$ cat src/logic/sac_cfg.svh
// constants for the successive-approximation conversion control
// How it works
// - a falling edge on conversion_start_n with chip select low starts a conversion
// - chip select high makes start and read strobe ignored
// - result bus is driven only while read strobe and chip select are both low
// - twelve three-state result lines, highest line is the most significant bit
// - busy_n stays low through a conversion and rises when it completes
// - power_down_n low enters the power-down mode picked by depth select
// - depth select high picks nap mode with quick wake-up
// - the approximation register is cleared at the start of every conversion
// - start requests during a conversion are ignored, never restarting it
// - bits are decided one at a time from msb down to lsb
// - at the end the finished word is copied into the output latches
// - after conversion the block returns to the acquire phase
// - result latches are valid at least 20 ns before busy_n rises
// - output code is straight binary, zero is the all-zeros code (SAC_ZERO_WORD)
`ifndef SAC_CFG_SVH
`define SAC_CFG_SVH
`define SAC_RES_BITS 12
`define SAC_CLK_NS 20
`define SAC_LEAD_NS 20
`define SAC_LEAD_CYC ((`SAC_LEAD_NS + `SAC_CLK_NS - 1) / `SAC_CLK_NS)
`define SAC_BIT_CYC 2
`define SAC_ZERO_WORD 12'h000
`define SAC_MID_WORD 12'h800
`define SAC_PIN_IDLE 5'h1f
`endif

$ cat src/logic/sac_pkg.sv
// types for the conversion control
package sac_pkg;
   typedef enum logic [1:0] {SAC_ACQUIRE, SAC_CONVERT, SAC_LOAD, SAC_LEAD} sac_state_e;
   typedef enum logic [1:0] {SAC_PWR_ON, SAC_PWR_NAP, SAC_PWR_SLEEP} sac_pwr_e;
endpackage

$ cat src/logic/sac_ctrl.sv
// conversion sequencer, result latches and power-down control
`include "sac_cfg.svh"
`timescale 1ns/1ps
`default_nettype none
module sac_ctrl #(
   parameter int RES_BITS = `SAC_RES_BITS,
   parameter int BIT_CYC = `SAC_BIT_CYC,
   parameter int LEAD_CYC = `SAC_LEAD_CYC
) (
   input wire logic mclk,
   input wire logic reset,
   input wire logic clk_en,
   input wire logic chip_select_n,
   input wire logic conversion_start_n,
   input wire logic read_n,
   input wire logic power_down_n,
   input wire logic shutdown_depth_select,
   input wire logic comparator_high,
   output logic busy_n,
   output logic [RES_BITS-1:0] result_bus_o,
   output logic [RES_BITS-1:0] result_bus_oe,
   output logic [RES_BITS-1:0] dac_word,
   output logic sample_phase,
   output logic [1:0] power_mode
);
   import sac_pkg::*;

   initial begin
      if (RES_BITS < 2 || RES_BITS > 16) $error("sac_ctrl: RES_BITS out of range");
      if (BIT_CYC < 1 || BIT_CYC > 255) $error("sac_ctrl: BIT_CYC out of range");
      if (LEAD_CYC < 1 || LEAD_CYC > 255) $error("sac_ctrl: LEAD_CYC out of range");
   end

   localparam logic [3:0] LAST_BIT = 4'(RES_BITS - 1);
   localparam logic [7:0] BIT_LAST = 8'(BIT_CYC - 1);
   localparam logic [7:0] LEAD_LAST = 8'(LEAD_CYC - 1);

   // synchronised pins: cs, start, read, shutdown, depth
   logic [4:0] pins_s;
   sac_sync #(.WIDTH(5), .RST_VAL(`SAC_PIN_IDLE)) i_sac_sync (
      .mclk(mclk),
      .reset(reset),
      .clk_en(clk_en),
      .async_in({chip_select_n, conversion_start_n, read_n, power_down_n,
                 shutdown_depth_select}),
      .sync_out(pins_s)
   );
   wire cs_n_s = pins_s[4];
   wire start_n_s = pins_s[3];
   wire rd_n_s = pins_s[2];
   wire pd_n_s = pins_s[1];
   wire depth_s = pins_s[0];

   sac_state_e state_q, state_d;
   logic start_prev_q;
   logic [3:0] bit_q, bit_d;
   logic [7:0] tick_q, tick_d;
   logic [RES_BITS-1:0] sar_q, sar_d;
   logic [RES_BITS-1:0] latch_q;
   logic [1:0] pwr_q;

   wire powered = (pwr_q == SAC_PWR_ON);
   wire start_edge = start_prev_q && !start_n_s && !cs_n_s;
   wire start_go = start_edge && powered && (state_q == SAC_ACQUIRE);
   wire tick_done = (state_q == SAC_CONVERT) ? (tick_q == BIT_LAST) : (tick_q == LEAD_LAST);
   wire bit_last = (bit_q == 4'h0);
   wire drive_en = !rd_n_s && !cs_n_s;
   wire [1:0] pwr_sel = !pd_n_s ? (depth_s ? 2'(SAC_PWR_NAP) : 2'(SAC_PWR_SLEEP))
                                : 2'(SAC_PWR_ON);

   // trial bit of the current decision, msb first
   wire [RES_BITS-1:0] trial_mask = {{(RES_BITS-1){1'b0}}, 1'b1} << bit_q;
   wire [RES_BITS-1:0] sar_keep = comparator_high ? sar_q : (sar_q & ~trial_mask);
   wire [RES_BITS-1:0] next_trial = bit_last ? sar_keep : (sar_keep | (trial_mask >> 1));

   always_comb begin
      state_d = state_q;
      bit_d = bit_q;
      tick_d = tick_q;
      sar_d = sar_q;
      case (state_q)
         SAC_ACQUIRE: begin
            if (start_go) begin
               state_d = SAC_CONVERT;
               bit_d = LAST_BIT;
               tick_d = 8'h00;
               // clear then set the msb trial
               sar_d = {1'b1, {(RES_BITS-1){1'b0}}};
            end
         end
         SAC_CONVERT: begin
            // internal clock paces every decision
            if (tick_done) begin
               tick_d = 8'h00;
               sar_d = next_trial;
               if (bit_last) begin
                  state_d = SAC_LOAD;
               end else begin
                  bit_d = bit_q - 4'h1;
               end
            end else begin
               tick_d = tick_q + 8'h01;
            end
         end
         SAC_LOAD: begin
            state_d = SAC_LEAD;
            tick_d = 8'h00;
         end
         SAC_LEAD: begin
            if (tick_done) begin
               state_d = SAC_ACQUIRE;
            end else begin
               tick_d = tick_q + 8'h01;
            end
         end
         default: state_d = SAC_ACQUIRE;
      endcase
   end

   always_ff @(posedge mclk or posedge reset) begin
      if (reset) begin
         state_q <= SAC_ACQUIRE;
         bit_q <= 4'h0;
         tick_q <= 8'h00;
         sar_q <= '0;
         start_prev_q <= 1'b1;
         pwr_q <= SAC_PWR_ON;
      end else if (clk_en) begin
         state_q <= state_d;
         bit_q <= bit_d;
         tick_q <= tick_d;
         sar_q <= sar_d;
         start_prev_q <= start_n_s;
         // power changes only between conversions
         if (state_q == SAC_ACQUIRE && !start_go) begin
            pwr_q <= pwr_sel;
         end
      end
   end

   always_ff @(posedge mclk or posedge reset) begin
      if (reset) begin
         latch_q <= '0;
         busy_n <= 1'b1;
         result_bus_o <= '0;
         result_bus_oe <= '0;
         dac_word <= '0;
         sample_phase <= 1'b1;
         power_mode <= 2'(SAC_PWR_ON);
      end else if (clk_en) begin
         if (state_q == SAC_LOAD) begin
            latch_q <= sar_q;
         end
         busy_n <= (state_d == SAC_ACQUIRE);
         result_bus_o <= (state_q == SAC_LOAD) ? sar_q : latch_q;
         result_bus_oe <= {RES_BITS{drive_en}};
         dac_word <= sar_d;
         sample_phase <= (state_d == SAC_ACQUIRE);
         power_mode <= pwr_q;
      end
   end

   ck_busy_low_a: assert property (@(posedge mclk) disable iff (reset)
      state_q == SAC_CONVERT |-> !busy_n)
      else $error("busy_n high during conversion");
   ck_no_restart_a: assert property (@(posedge mclk) disable iff (reset)
      (state_q == SAC_CONVERT && clk_en && !bit_last) |=> state_q == SAC_CONVERT)
      else $error("conversion left early");
   ck_sar_clear_a: assert property (@(posedge mclk) disable iff (reset)
      (start_go && clk_en) |=> sar_q == `SAC_MID_WORD)
      else $error("approximation not cleared at start");
   ck_bus_drive_a: assert property (@(posedge mclk) disable iff (reset)
      (clk_en && cs_n_s) |=> result_bus_oe == '0)
      else $error("result bus driven with chip select high");
   ck_cs_gate_a: assert property (@(posedge mclk) disable iff (reset)
      (cs_n_s && state_q == SAC_ACQUIRE && clk_en) |=> state_q == SAC_ACQUIRE)
      else $error("start honoured while deselected");
   ck_lead_a: assert property (@(posedge mclk) disable iff (reset)
      $rose(busy_n) |-> $past(state_q) == SAC_LEAD && result_bus_o == latch_q)
      else $error("busy_n rose without data lead");
   ck_latch_a: assert property (@(posedge mclk) disable iff (reset)
      (state_q == SAC_LOAD && clk_en) |=> latch_q == $past(sar_q))
      else $error("output latch not loaded");
   ck_pwr_nap_a: assert property (@(posedge mclk) disable iff (reset)
      (state_q == SAC_ACQUIRE && !start_go && clk_en && !pd_n_s && depth_s)
         |=> pwr_q == SAC_PWR_NAP)
      else $error("nap mode not chosen");
   ck_acquire_a: assert property (@(posedge mclk) disable iff (reset)
      (state_q == SAC_LEAD && tick_done && clk_en) |=> state_q == SAC_ACQUIRE ##1 sample_phase)
      else $error("acquire phase not entered");

   // sequencer, power and bus checks
   ck_start_go_a: assert property (@(posedge mclk) disable iff (reset)
      (start_edge && powered && state_q == SAC_ACQUIRE && clk_en) |=> state_q == SAC_CONVERT)
      else $error("start edge not honoured");
   ck_pwr_block_a: assert property (@(posedge mclk) disable iff (reset)
      (!powered && state_q == SAC_ACQUIRE && clk_en) |=> state_q == SAC_ACQUIRE)
      else $error("start honoured in power-down");
   ck_pwr_sleep_a: assert property (@(posedge mclk) disable iff (reset)
      (state_q == SAC_ACQUIRE && !start_go && clk_en && !pd_n_s && !depth_s)
         |=> pwr_q == SAC_PWR_SLEEP)
      else $error("sleep mode not chosen");
   ck_msb_first_a: assert property (@(posedge mclk) disable iff (reset)
      (state_q == SAC_CONVERT && tick_done && !bit_last && clk_en)
         |=> bit_q == $past(bit_q) - 4'h1)
      else $error("bit order broken");
   ck_bus_on_a: assert property (@(posedge mclk) disable iff (reset)
      (clk_en && drive_en) |=> result_bus_oe == '1)
      else $error("result bus not driven on read");
   ck_rd_gate_a: assert property (@(posedge mclk) disable iff (reset)
      (clk_en && rd_n_s) |=> result_bus_oe == '0)
      else $error("result bus driven without read");
   ck_sample_off_a: assert property (@(posedge mclk) disable iff (reset)
      state_q == SAC_CONVERT |-> !sample_phase)
      else $error("inputs sampled during conversion");
   ck_busy_end_a: assert property (@(posedge mclk) disable iff (reset)
      (state_q == SAC_LEAD && tick_done && clk_en) |=> busy_n)
      else $error("busy_n not released at completion");
   ck_result_hold_a: assert property (@(posedge mclk) disable iff (reset)
      (state_q == SAC_ACQUIRE && clk_en) |=> result_bus_o == $past(latch_q))
      else $error("result latch output not held");
   ck_freeze_a: assert property (@(posedge mclk) disable iff (reset)
      (!clk_en && state_q == SAC_CONVERT) |=> $stable(sar_q) && $stable(tick_q))
      else $error("conversion moved while frozen");
endmodule
`default_nettype wire

$ cat src/logic/sac_sync.sv
// two flip-flop synchroniser for a group of pin inputs
`timescale 1ns/1ps
`default_nettype none
module sac_sync #(
   parameter int WIDTH = 1,
   parameter logic [WIDTH-1:0] RST_VAL = '0
) (
   input wire logic mclk,
   input wire logic reset,
   input wire logic clk_en,
   input wire logic [WIDTH-1:0] async_in,
   output logic [WIDTH-1:0] sync_out
);
   logic [WIDTH-1:0] meta_q;
   initial begin
      if (WIDTH < 1) $error("sac_sync width must be positive");
   end
   // reset value is the idle level of the pins
   always_ff @(posedge mclk or posedge reset) begin
      if (reset) begin
         meta_q <= RST_VAL;
         sync_out <= RST_VAL;
      end else if (clk_en) begin
         meta_q <= async_in;
         sync_out <= meta_q;
      end
   end
endmodule
`default_nettype wire

$ cat config.mk
export PLATFORM = sky130hd
export DESIGN_NAME = sac_ctrl
export DESIGN_NICKNAME = d
export VERILOG_FILES = /design/src/logic/sac_pkg.sv /design/src/logic/sac_ctrl.sv /design/src/logic/sac_sync.sv
export VERILOG_INCLUDE_DIRS = /design/src /design/src/logic
export SDC_FILE = /design/constraint.sdc
export NUM_CORES = 1
export LEC_CHECK = 0
export BUFFER_PORTS_ARGS = -buffer_cell sky130_fd_sc_hd__buf_2
export CAP_MARGIN = 30
export CORE_MARGIN = 3
export CORE_UTILIZATION = 38
export CTS_CLUSTER_SIZE = 24
export DETAILED_ROUTE_END_ITERATION = 10
export PLACE_DENSITY = 0.6
export SYNTH_ARGS = -nofsm -noshare
export SYNTH_HDL_FRONTEND = slang
export SYNTH_SLANG_ARGS = --single-unit
$ cat constraint.sdc
create_clock -name mclk -period 2.5 [get_ports mclk]
set_clock_uncertainty 0.1 [all_clocks]
set_input_delay 0.75 -clock mclk [delete_from_list [all_inputs] [get_ports mclk]]
set_output_delay 0.75 -clock mclk [all_outputs]
set_load 0.005 [all_outputs]
==> impl_metrics.tcl <==
set metrics [dict create \
    outcome "complete, no violations" \
    crit_path_top_delay_cell "dfstp_2" \
    p_int_mw 1.86 \
    worstMarginPinSlew_ps 451 \
    path_cells "or4b_4, o21bai_4, or3b_4, o31ai_1, o21ai_1" \
    use_met2_pct 24.1 \
    cp_max_fo 14 \
    tns_ps 0 \
    ys_seq_area_share_pct 48.5 \
    synthMuxAreaShare_pct 10.9 \
    cts_tree "built" \
    timing.rr.start "start_prev_q" \
    cts_setup_buffers 0 \
    die_area_mm2 0.00862 \
    slew_viol_final 0 \
    cp_top_family "simple AND/OR/NAND/NOR gates" \
    grt_use_met3_pct 3.33 \
    async_flop_share_pct 100 \
    hold_buffers 0 \
    place_congestion 0.826 \
    setup_slack_ps 238 \
    hold_path.class "in2async" \
    p_clk_share_pct 19.9 \
    power_frac_seq_pct 44.7 \
    instances_no_fill 417 \
    whs_ps 339 \
    pre_cts_slack_ps 228 \
    synth_cells 273 \
    ant_nets 0 \
    rsz0062_at_grt "no" \
    slew_headroom_pct 69.9 \
    synth-simple-area-share_pct 14.6 \
    overflow 0 \
    p_leak_nw 1.60 \
    hold_violations 0 \
    drc_errors 0 \
    viasPerCell 5.23 \
    cts-root-buf "clkbuf_8" \
    cp-startpoint "start_prev_q" \
    cts.sinks 55 \
    p_per_area_mw_per_mm2 879 \
    cp.required_ps 2590 \
    grt_use_total_pct 14.5 \
    dp_hpwl_um 4390 \
    place_inst 409 \
    period_share_pct 90.5 \
    cap_violations 0 \
    dieWidth_um 92.9 \
    clkTransAtPathRegs_ps 100 \
    worstSetupPathType "reg2reg" \
    ys_ff_latch 55 \
    ir_drop_mv 0.381 \
    register_area_mm2 0.00139 \
    multi_input_area_mm2 0.00130 \
    synth_cell_type_count 50 \
    ctsResizeCount 0 \
    pin_count 49 \
    grt_pass1_vias 2174 \
    die_h_um 92.9 \
    power.switching_mw 1.03 \
    grt.busiest_layer "met2" \
    htree_levels 2 \
    diodes 0 \
    synth_top_family_by_area "compound AO/OA/AOI/OAI gates" \
    synth_compound_area_share_pct 15.3 \
    layout_common_cells "buf_2 (48), dfrtp_1 (43), mux2_2 (26)" \
    fmax_mhz 442 \
    setup_viol 0 \
    detailroute.via_count 2181 \
    wire_per_inst_um 14.2 \
    end_kind "flip-flop" \
    post_synth.cell_area_avg_um2 10.5 \
    core_mm2 0.00729 \
    synthFlopType "dfrtp_1" \
    drive_gt1_share_pct 35.5 \
    cts_made_buffers 5 \
    synth-edff-count 0 \
    cp.arrival_ps 2350 \
    crit_path_max_incr_delay_ps 530 \
    antenna_found_initial 0 \
    critPathBufInv 0 \
    synthToLayoutAreaGrowth_pct 14.7 \
    num_rows 31 \
    cts_max_path_buffers 2 \
    clock_latency_ps 300 \
    nets 334 \
    synth_fa_ha_area_share_pct 3.49 \
    wirelength_um 5930 \
    yosys_warnings 0 \
    fin_crit_ps 2260 \
    fill_cells 742 \
    grt_pass1_wl_um 10200 \
    p_sw_share_pct 35.5 \
    synthesis.area_mm2 0.00287 \
    drt_first_pass_iters 4 \
    met1_usage_pct 19.2 \
    syn-num-nets 290 \
    grt_max_degree 29 \
    port_buffers 48 \
    start_kind "flip-flop" \
    power_frac_comb_pct 35.4 \
    final_common_cell "buf_2" \
    drt-initial-drc-count 105 \
    synth-xor-area-share_pct 0.916 \
    initial_core_util_pct 39.3 \
]
-- per-layer routing --
layer / share of wire, % / wire [um] / up-vias
met5: 0 / 0 / -
met4: 0.56 / 33 / 0
met3: 5.9 / 348 / 2
met2: 48 / 2840 / 64
met1: 46 / 2710 / 1066
li1: - / - / 1049
-- logic make-up after synthesis --
group | count (synthesis)
AO/OA/AOI/OAI | 65
XOR/XNOR | 3
multiplexers | 28
flip-flops | 55
buffers and inverters | 33
adder cells (fa/ha/maj) | 8
AND/OR/NAND/NOR | 81
-- sequential cells by signal (all words and copies together), names as in the netlist, 2 cells and up --
register             cells
bit_q                    4
state_q                  2
latch_q                 12
i_sac_sync.meta_q        5
dac_word                12
tick_q                   8
power_mode               2
pwr_q                    2
i_sac_sync.sync_out      5
-- final cells by class --
class	instances	share of cell area, %
Sequential cell	55	42.3
Inverter	12	1.37
Clock inverter	1	0.913
Tap cell	99	3.76
Multi-Input combinational cell	185	39.4
Timing Repair Buffer	58	9.96
Clock buffer	7	2.32
-- power groups by stage --
stage | sequential [mW] | combinational [mW] | clock (mW)
after floorplan | 1.25 | 0.791 | 0
after global placement | 1.30 | 1.01 | 0
after detailed placement | 1.31 | 1.03 | 0
after CTS | 1.30 | 1.03 | 0.600
after global routing | 1.34 | 1.16 | 0.639
final | 1.29 | 1.02 | 0.575
-- cell usage after synthesis, drive strengths merged (2+ instances only) --
cell     n  share of area [%]
dfrtp   43                 38
mux2    26                 10
o21ai   23                4.0
nand2   22                2.9
buf     15                3.9
nand3   14                2.4
nor2    14                1.8
dfstp   12                 11
inv     12                1.6
a21oi    9                1.6
ha       8                3.5
nor2b    7                1.5
clkbuf   6               0.79
a31oi    5                1.1
nor3     5               0.87
nor3b    5                1.3
o211ai   4                1.0
a21o     3               0.83
a22oi    3               0.79
nand4    3               0.65
a22o     2               0.65
and2     2               0.44
and3     2               0.44
mux2i    2               0.70
nand2b   2               0.44
o22ai    2               0.44
o31a     2               0.61
o41ai    2               0.61
xor2     2               0.61
-- per-stage QoR --
stage | power (mW) | instance area, um2 | util (%)
finish | 2.89 | 3290 | 45.1
global route | 3.14 | 3290 | 45.1
CTS | 2.93 | 3290 | 45.1
detailed placement | 2.34 | 3180 | 43.7
global placement | 2.32 | 3180 | 43.7
floorplan | 2.04 | 2870 | -
-- final timing paths --
kind / endpoint / slack, ps / cells after the start
worst max-delay path: dac_word[11] / 240 / 5
worst min-delay path: latch_q[3] / 340 / 2
worst max register to register: dac_word[11] / 240 / 5
worst min register to register: sample_phase / 400 / 2
max in group asynchronous: sample_phase / 1370 / 3
min in group mclk: sample_phase / 400 / 2
No activity file was read; power rests on OpenSTA's default activity.
